==> config.mk <==
export PLATFORM = sky130hd
export DESIGN_NAME = ccs_top
export DESIGN_NICKNAME = d
export VERILOG_FILES = /design/src/verilog/ccs_pkg.sv /design/src/verilog/ccs_top.sv
export SDC_FILE = /design/constraint.sdc
export NUM_CORES = 1
export LEC_CHECK = 0
export BUFFER_PORTS_ARGS = -buffer_cell sky130_fd_sc_hd__buf_4
export CAP_MARGIN = 20
export CORE_UTILIZATION = 50
export DETAILED_ROUTE_END_ITERATION = 8
export GPL_TIMING_DRIVEN = 1
export PLACE_DENSITY = 0.78
export RECOVER_POWER = 100
export SETUP_SLACK_MARGIN = 0.05
export SLEW_MARGIN = 20
export SYNTH_ARGS = -nofsm -noshare
export SYNTH_HDL_FRONTEND = slang
export SYNTH_SLANG_ARGS = --single-unit
==> constraint.sdc <==
create_clock -name clk -period 2.7 [get_ports clk]
set_clock_uncertainty 0.1 [all_clocks]
set_input_delay 0.405 -clock clk [delete_from_list [all_inputs] [get_ports clk]]
set_output_delay 0.405 -clock clk [all_outputs]
set_load 0.05 [all_outputs]
==> src/verilog/ccs_pkg.sv <==
package ccs_pkg;

  // ---------------------------------------------------------------------------
  // Register map
  // ---------------------------------------------------------------------------
  // Printed offsets 0x6a and 0x6b are not word aligned, so every printed offset is an index.
  localparam logic [7:0] CCS_IDX_CORE_PARK  = 8'h64;
  localparam logic [7:0] CCS_IDX_AVERAGING  = 8'h68;
  localparam logic [7:0] CCS_IDX_STATUS     = 8'h6a;
  localparam logic [7:0] CCS_IDX_PIN_SETUP  = 8'h6b;
  localparam logic [7:0] CCS_IDX_CAL_CFG    = 8'h80;
  localparam logic [7:0] CCS_IDX_SOFT_TRIG  = 8'h81;
  localparam logic [7:0] CCS_IDX_ROUTING    = 8'h82;

  localparam logic [7:0] CCS_RST_CORE_PARK  = 8'h02;
  localparam logic [7:0] CCS_RST_AVERAGING  = 8'h61;
  localparam logic [7:0] CCS_RST_PIN_SETUP  = 8'h00;
  localparam logic [7:0] CCS_RST_CAL_CFG    = 8'h00;
  localparam logic [7:0] CCS_RST_SOFT_TRIG  = 8'h01;

  // ---------------------------------------------------------------------------
  // Field positions
  // ---------------------------------------------------------------------------
  localparam int CCS_PARK_LSB      = 0;
  localparam int CCS_OFFSET_AVG_LSB = 4;
  localparam int CCS_LIN_AVG_LSB   = 0;
  localparam int CCS_STAT_CODE_LSB = 2;
  localparam int CCS_STOPPED_BIT   = 1;
  localparam int CCS_FG_COMPLETE_BIT = 0;
  localparam int CCS_STAT_SEL_LSB  = 1;
  localparam int CCS_TRIG_SRC_BIT  = 0;
  localparam int CCS_BG_EN_BIT     = 1;
  localparam int CCS_SOFT_TRIG_BIT = 0;

  localparam logic [1:0] CCS_RESP_OKAY   = 2'h0;
  localparam logic [1:0] CCS_RESP_SLVERR = 2'h2;

  typedef enum logic [1:0] {
    CCS_SEL_FG_COMPLETE = 2'h0,
    CCS_SEL_STOPPED = 2'h1,
    CCS_SEL_ALARM   = 2'h2,
    CCS_SEL_LOW     = 2'h3
  } ccs_stat_sel_t;

  typedef struct packed {
    logic [7:0] core_park;
    logic [7:0] averaging;
    logic [7:0] pin_setup;
    logic [7:0] cal_cfg;
    logic [7:0] soft_trig;
    logic       fg_complete;
    logic       stopped;
    logic [2:0] stat_code;
    logic       trig_s1;
    logic       trig_s2;
    logic       status_pin;
    logic       aw_full;
    logic [7:0] aw_idx;
    logic       w_full;
    logic [31:0] w_data;
    logic [3:0] w_strb;
    logic       bvalid;
    logic [1:0] bresp;
    logic       rvalid;
    logic [31:0] rdata;
    logic [1:0] rresp;
  } ccs_state_t;

  // Status reported by the calibration engine.
  typedef struct packed {
    logic       fg_finished;
    logic       bg_halted;
    logic       running;
    logic [2:0] code;
    logic       alarm;
  } ccs_engine_t;

  // Controls handed to the calibration engine.
  typedef struct packed {
    logic       bg_enable;
    logic [1:0] parked_core;
    logic [1:0] stand_in_core;
    logic       stand_in_active;
    logic [2:0] offset_averaging_depth;
    logic [2:0] linearity_averaging_depth;
    logic       trigger;
  } ccs_ctrl_t;

endpackage

==> src/verilog/ccs_top.sv <==
`timescale 1ns/1ps
// What this block does
// - Park field picks off core when background off.
// - Core one stands in for parked core zero/two.
// - Offset averaging depth from bits 6:4, reset 6.
// - Linearity averaging depth from bits 2:0, reset 1.
// - Read-only status: code, stopped, foreground-complete.
// - Stopped set when background calibration halts.
// - Stopped cleared when calibration resumes.
// - Background off: stopped set on foreground end.
// - Foreground-complete held high after finish or skip.
// - Status pin selector: done, stopped, alarm, low.
// - Trigger source 0 uses software bit only.
// - Trigger source 1 uses hardware pin only.
// - Background runs only with its enable set.
// - Software trigger bit resets to one.
module ccs_top (
  input  wire logic                clk,
  input  wire logic                rst_n,
  input  wire logic                clk_en,
  input  wire logic [9:0]          s_axi_awaddr,
  input  wire logic                s_axi_awvalid,
  output logic                     s_axi_awready,
  input  wire logic [31:0]         s_axi_wdata,
  input  wire logic [3:0]          s_axi_wstrb,
  input  wire logic                s_axi_wvalid,
  output logic                     s_axi_wready,
  output logic [1:0]               s_axi_bresp,
  output logic                     s_axi_bvalid,
  input  wire logic                s_axi_bready,
  input  wire logic [9:0]          s_axi_araddr,
  input  wire logic                s_axi_arvalid,
  output logic                     s_axi_arready,
  output logic [31:0]              s_axi_rdata,
  output logic [1:0]               s_axi_rresp,
  output logic                     s_axi_rvalid,
  input  wire logic                s_axi_rready,
  input  wire ccs_pkg::ccs_engine_t engine,
  output ccs_pkg::ccs_ctrl_t       ctrl,
  input  wire logic                trigger_input_pin,
  output logic                     status_output_pin
);

  // ---------------------------------------------------------------------------
  // Decoding
  // ---------------------------------------------------------------------------
  function automatic logic idx_known(input logic [7:0] idx);
    idx_known = (idx == ccs_pkg::CCS_IDX_CORE_PARK) || (idx == ccs_pkg::CCS_IDX_AVERAGING) ||
                (idx == ccs_pkg::CCS_IDX_STATUS) || (idx == ccs_pkg::CCS_IDX_PIN_SETUP) ||
                (idx == ccs_pkg::CCS_IDX_CAL_CFG) || (idx == ccs_pkg::CCS_IDX_SOFT_TRIG) ||
                (idx == ccs_pkg::CCS_IDX_ROUTING);
  endfunction

  function automatic logic [7:0] merge_byte(input logic [7:0] old, input logic [31:0] data,
                                            input logic [3:0] strb);
    merge_byte = strb[0] ? data[7:0] : old;
  endfunction

  ccs_pkg::ccs_state_t s_q;
  ccs_pkg::ccs_state_t s_d;
  logic                do_write;
  logic                ar_take;
  logic [7:0]          ar_idx;
  logic                trig_sel;
  logic [1:0]          stat_sel;

  assign s_axi_awready = !s_q.aw_full && !s_q.bvalid;
  assign s_axi_wready  = !s_q.w_full && !s_q.bvalid;
  assign s_axi_arready = !s_q.rvalid;
  assign do_write      = (s_q.aw_full || (s_axi_awvalid && s_axi_awready)) &&
                         (s_q.w_full || (s_axi_wvalid && s_axi_wready));
  assign ar_take       = s_axi_arvalid && s_axi_arready;
  assign ar_idx        = s_axi_araddr[9:2];
  assign trig_sel      = s_q.pin_setup[ccs_pkg::CCS_TRIG_SRC_BIT];
  assign stat_sel      = s_q.pin_setup[ccs_pkg::CCS_STAT_SEL_LSB +: 2];

  // ---------------------------------------------------------------------------
  // Next state
  // ---------------------------------------------------------------------------
  always_comb begin
    logic [7:0]  widx;
    logic [31:0] wdat;
    logic [3:0]  wstb;
    widx = 8'h00;
    wdat = 32'h0000_0000;
    wstb = 4'h0;
    s_d = s_q;
    s_d.trig_s1 = trigger_input_pin;
    s_d.trig_s2 = s_q.trig_s1;
    // Status flags track the engine; a set wins over any clear in the same cycle.
    s_d.stat_code = engine.code;
    if (engine.fg_finished) begin
      s_d.fg_complete = 1'b1;
    end
    if (s_q.cal_cfg[ccs_pkg::CCS_BG_EN_BIT]) begin
      if (engine.bg_halted) begin
        s_d.stopped = 1'b1;
      end else if (engine.running) begin
        s_d.stopped = 1'b0;
      end
    end else if (engine.fg_finished) begin
      s_d.stopped = 1'b1;
    end else if (engine.running) begin
      s_d.stopped = 1'b0;
    end
    case (stat_sel)
      ccs_pkg::CCS_SEL_FG_COMPLETE: s_d.status_pin = s_q.fg_complete;
      ccs_pkg::CCS_SEL_STOPPED: s_d.status_pin = s_q.stopped;
      ccs_pkg::CCS_SEL_ALARM:   s_d.status_pin = engine.alarm;
      default:                  s_d.status_pin = 1'b0;
    endcase
    // Write channel capture.
    if (s_axi_awvalid && s_axi_awready) begin
      s_d.aw_full = 1'b1;
      s_d.aw_idx  = s_axi_awaddr[9:2];
    end
    if (s_axi_wvalid && s_axi_wready) begin
      s_d.w_full = 1'b1;
      s_d.w_data = s_axi_wdata;
      s_d.w_strb = s_axi_wstrb;
    end
    if (do_write) begin
      widx = s_q.aw_full ? s_q.aw_idx : s_axi_awaddr[9:2];
      wdat = s_q.w_full ? s_q.w_data : s_axi_wdata;
      wstb = s_q.w_full ? s_q.w_strb : s_axi_wstrb;
      s_d.aw_full = 1'b0;
      s_d.w_full  = 1'b0;
      s_d.bvalid  = 1'b1;
      s_d.bresp   = idx_known(widx) ? ccs_pkg::CCS_RESP_OKAY : ccs_pkg::CCS_RESP_SLVERR;
      case (widx)
        ccs_pkg::CCS_IDX_CORE_PARK: s_d.core_park = merge_byte(s_q.core_park, wdat, wstb);
        ccs_pkg::CCS_IDX_AVERAGING: s_d.averaging = merge_byte(s_q.averaging, wdat, wstb);
        ccs_pkg::CCS_IDX_PIN_SETUP: s_d.pin_setup = merge_byte(s_q.pin_setup, wdat, wstb);
        ccs_pkg::CCS_IDX_CAL_CFG:   s_d.cal_cfg   = merge_byte(s_q.cal_cfg, wdat, wstb);
        ccs_pkg::CCS_IDX_SOFT_TRIG: s_d.soft_trig = merge_byte(s_q.soft_trig, wdat, wstb);
        default:                    s_d.bresp     = s_d.bresp;
      endcase
    end else if (s_q.bvalid && s_axi_bready) begin
      s_d.bvalid = 1'b0;
    end
    // Read channel.
    if (ar_take) begin
      s_d.rvalid = 1'b1;
      s_d.rresp  = idx_known(ar_idx) ? ccs_pkg::CCS_RESP_OKAY : ccs_pkg::CCS_RESP_SLVERR;
      case (ar_idx)
        ccs_pkg::CCS_IDX_CORE_PARK: s_d.rdata = {24'h000000, s_q.core_park};
        ccs_pkg::CCS_IDX_AVERAGING: s_d.rdata = {24'h000000, s_q.averaging};
        ccs_pkg::CCS_IDX_STATUS:    s_d.rdata = {27'h0000000, s_q.stat_code, s_q.stopped, s_q.fg_complete};
        ccs_pkg::CCS_IDX_PIN_SETUP: s_d.rdata = {24'h000000, s_q.pin_setup};
        ccs_pkg::CCS_IDX_CAL_CFG:   s_d.rdata = {24'h000000, s_q.cal_cfg};
        ccs_pkg::CCS_IDX_SOFT_TRIG: s_d.rdata = {24'h000000, s_q.soft_trig};
        ccs_pkg::CCS_IDX_ROUTING:   s_d.rdata = {26'h0000000, ctrl.stand_in_active, ctrl.stand_in_core,
                                                 ctrl.parked_core, ctrl.trigger};
        default:                    s_d.rdata = 32'h0000_0000;
      endcase
    end else if (s_q.rvalid && s_axi_rready) begin
      s_d.rvalid = 1'b0;
    end
  end

  // ---------------------------------------------------------------------------
  // State register
  // ---------------------------------------------------------------------------
  always_ff @(posedge clk or negedge rst_n) begin
    if (!rst_n) begin
      s_q           <= '0;
      s_q.core_park <= ccs_pkg::CCS_RST_CORE_PARK;
      s_q.averaging <= ccs_pkg::CCS_RST_AVERAGING;
      s_q.pin_setup <= ccs_pkg::CCS_RST_PIN_SETUP;
      s_q.cal_cfg   <= ccs_pkg::CCS_RST_CAL_CFG;
      s_q.soft_trig <= ccs_pkg::CCS_RST_SOFT_TRIG;
    end else if (clk_en) begin
      s_q <= s_d;
    end
  end

  // ---------------------------------------------------------------------------
  // Engine controls
  // ---------------------------------------------------------------------------
  always_comb begin
    ctrl                           = '0;
    ctrl.bg_enable                 = s_q.cal_cfg[ccs_pkg::CCS_BG_EN_BIT];
    ctrl.parked_core               = ctrl.bg_enable ? 2'h3 : s_q.core_park[ccs_pkg::CCS_PARK_LSB +: 2];
    ctrl.stand_in_active           = !ctrl.bg_enable &&
                                     (ctrl.parked_core == 2'h0 || ctrl.parked_core == 2'h2);
    ctrl.stand_in_core             = ctrl.stand_in_active ? 2'h1 : 2'h0;
    ctrl.offset_averaging_depth    = s_q.averaging[ccs_pkg::CCS_OFFSET_AVG_LSB +: 3];
    ctrl.linearity_averaging_depth = s_q.averaging[ccs_pkg::CCS_LIN_AVG_LSB +: 3];
    ctrl.trigger                   = trig_sel ? s_q.trig_s2
                                              : s_q.soft_trig[ccs_pkg::CCS_SOFT_TRIG_BIT];
  end

  assign status_output_pin = s_q.status_pin;
  assign s_axi_bvalid      = s_q.bvalid;
  assign s_axi_bresp       = s_q.bresp;
  assign s_axi_rvalid      = s_q.rvalid;
  assign s_axi_rdata       = s_q.rdata;
  assign s_axi_rresp       = s_q.rresp;

endmodule

==> metrics.txt <==
register-to-register setup slack=between 0.2 and 0.3 ns; final WL=9.45 mm; flops & latches, synth=between 70 and 80; CP Capture Type=register; via count=roughly 3100; hpwl dp=between 6 and 7 mm; failing checks=capacitance limit, slew limit; final hold vios=0; Synth top area share=between 40% and 50%; Cell Area, Synth=~4300 um^2; top_reg_cell synth=dfrtp_1; Pleak=2.13 nW; H-tree Lvls=3; setup violators final=0; PwrDens=approximately 770 nW/um^2; Yosys cell types=54; TritonCTS clock tree=yes; DRT Pass-1 Iters=5; Seq/Total Area, Yosys=46.5%; clock sink count=between 70 and 80; worst-path fanout max=10; clk slew on worst S/H paths=~0.08 ns; Worst-Margin Slew=1.96 ns; Max IR drop VDD=roughly 0.00036 V; Max-Cap Viols=1; Post-Synthesis Cells=383; Req. time, crit path=2.84 ns; vias in the first global route=3011; clock buffer depth=2; share of cells above drive strength 1=between 30% and 40%; Core Region=around 8300 um^2; IO Pins=127; crit start category=register; RSZ-0062 raised after global routing=no; area leader, netlist=dfrtp_1; Hold Buf Count CTS=0; Hold Path Class=in2reg; setup_tns=0 ns; Post-synth EDFFs=0; DR vias/cell=~5.7; Worst-Skew Late Latency=between 0.3 and 0.4 ns; async set-reset flop share out of synthesis=100%; worst slack at placement=roughly 0.37 ns; Tmin final=2.41 ns; Post-CTS Resized=0; Synth area leaders=dfrtp_1, mux2_2, buf_4; first-pass GRT wire length=between 15 and 20 mm; ANT nets after route=0; initial core utilization=51.7%; Final WS setup=between 0.2 and 0.3 ns; Ys Warns=0; Die Ht=roughly 94 um; initial antenna violation count=0; DRT iter0 DRCs=250; total grt overflow=0; WP data arrival=between 2 and 3 ns; Max Fclk=just over 0.4 GHz; wire per inst=17.3 um; Layout Nets=about 510; Area Growth Syn to Fin=11.8%; relative slew slack=-30.8%; GP Congestion=around 0.89; DRC viols=0; PortBufs=between 60 and 70; fin. max-slew vios=80; largest net degree at the start of global routing=80; Root Buffer=clkbuf_8; kind of critical path=reg2reg; Final period util=between 80% and 90%; die area=8910 um^2; diodes inserted=0; row count=33; CTS buffer count=9; synthesized area per cell=between 10 and 15 um^2; # Post-CTS Setup Buffers=0; Total GRT Usage=between 20% and 30%; Die W=94.4 um; status=finished with violations
-- cells in the final DEF (no fill, tap or decap), types with 6 or more instances in the layout --
master    netlist  final
mux2i_1         6      6
a21oi_1         9      9
clkbuf_1        6     36
a22oi_1         8      8
o21ai_0        11     11
inv_1           7      7
nand3_1         7      7
conb_1          1     27
nand3b_1        6      6
nor2_1         13     13
nand2_1        26     26
dfrtp_1        74     74
a211oi_1        6      6
clkbuf_8        0     10
nor2b_1         6      6
buf_4          45     40
mux2_2         71     71
-- state kept, by name, summed over array words and instances (netlist names) --
register and count:
ctrl 7, s_axi_bresp 1, s_axi_bvalid 1, s_axi_rdata 8, s_axi_rresp 1, s_axi_rvalid 1
s_d 1, s_q 58, status_output_pin 1
-- layout make-up --
cell class              instances  area (um^2)
repair buffers                 77          442
well taps                     105          131
inverters                       7         26.3
clock buffers                  11          141
clock inverters                 5          105
flip-flops and latches         79         1980
fillers                       728         3480
multi-input cells             263         1940
-- stage by stage --
step                      std cells  hold slack, ns  cell area, um^2  util, %  power, mW
after floorplan                 409         0.00941             4370        -       2.36
after global placement          531           0.362             4670     56.5       2.60
after detailed placement        531           0.374             4670     56.5       2.66
after CTS                       547           0.144             4910     59.5       3.73
after global routing            547           0.155             4770     57.8       3.84
final                           547           0.153             4770     57.8       3.66
-- report_power, final --
| group | internal [mW] | switching (mW) | total (mW) |
|---|---|---|---|
| Combinational | 0.396 | 0.633 | 1.03 |
| Clock | 0.640 | 0.449 | 1.09 |
| Sequential | 1.38 | 0.164 | 1.54 |
-- critical path, cell delays in order, from the launching register on --
cell and delay [ns]:
dfrtp_1 0.53, clkbuf_1 0.37, nand2b_1 0.11, o32ai_1 0.27, and2_1 0.52, mux2_2 0.40
-- synthesized netlist by cell type, types with 3 or more instances --
cell type,instances
mux2_2,71
nand2b_1,4
a31oi_1,4
buf_4,45
nand3_1,7
a211oi_1,6
and2_1,3
nor2_1,13
dfstp_2,5
inv_1,7
buf_2,5
mux2i_1,6
and3_1,4
buf_1,3
o21ai_0,11
o22ai_1,3
nor4_1,3
clkbuf_1,6
nand2_1,26
dfrtp_1,74
nand4_1,5
nor2b_1,6
nand3b_1,6
a32oi_1,3
a21oi_1,9
a22oi_1,8
-- per-layer routing --
metal | GRT usage, % | up-vias | wire (um)
li1 | - | 1428 | -
met1 | 29.4 | 1548 | 4040
met2 | 37.0 | 141 | 4620
met3 | 4.91 | 12 | 640
met4 | 9.87 | 0 | 150
met5 | 0 | - | 0
-- cell families (layout without fill, tap and decap cells) --
kind of cell              after synthesis  in the layout  share of synthesized area (%)
and+or+nand+nor                        90             90                           11.6
DFF                                    79             79                           46.5
buffers and inverters                  67            100                           10.2
muxes                                  78             78                           20.4
other                                   1             27                         0.0878
AOI/OAI and AO/OA                      66             66                           10.9
xor gates and xnor gates                2              2                          0.410
-- final timing paths --
kind	end	cells past startpoint	startpoint
setup reg to reg	s_q[103]	5	s_q[83]
hold / removal	s_q[91]	2	engine[6]
hold reg to reg	status_output_pin	1	status_output_pin
min in group asynchronous	s_axi_rdata[5]	1	rst_n
max in group asynchronous	s_q[77]	1	rst_n
setup / recovery	s_q[103]	5	s_q[83]
Power figures use the tool's default switching activity.
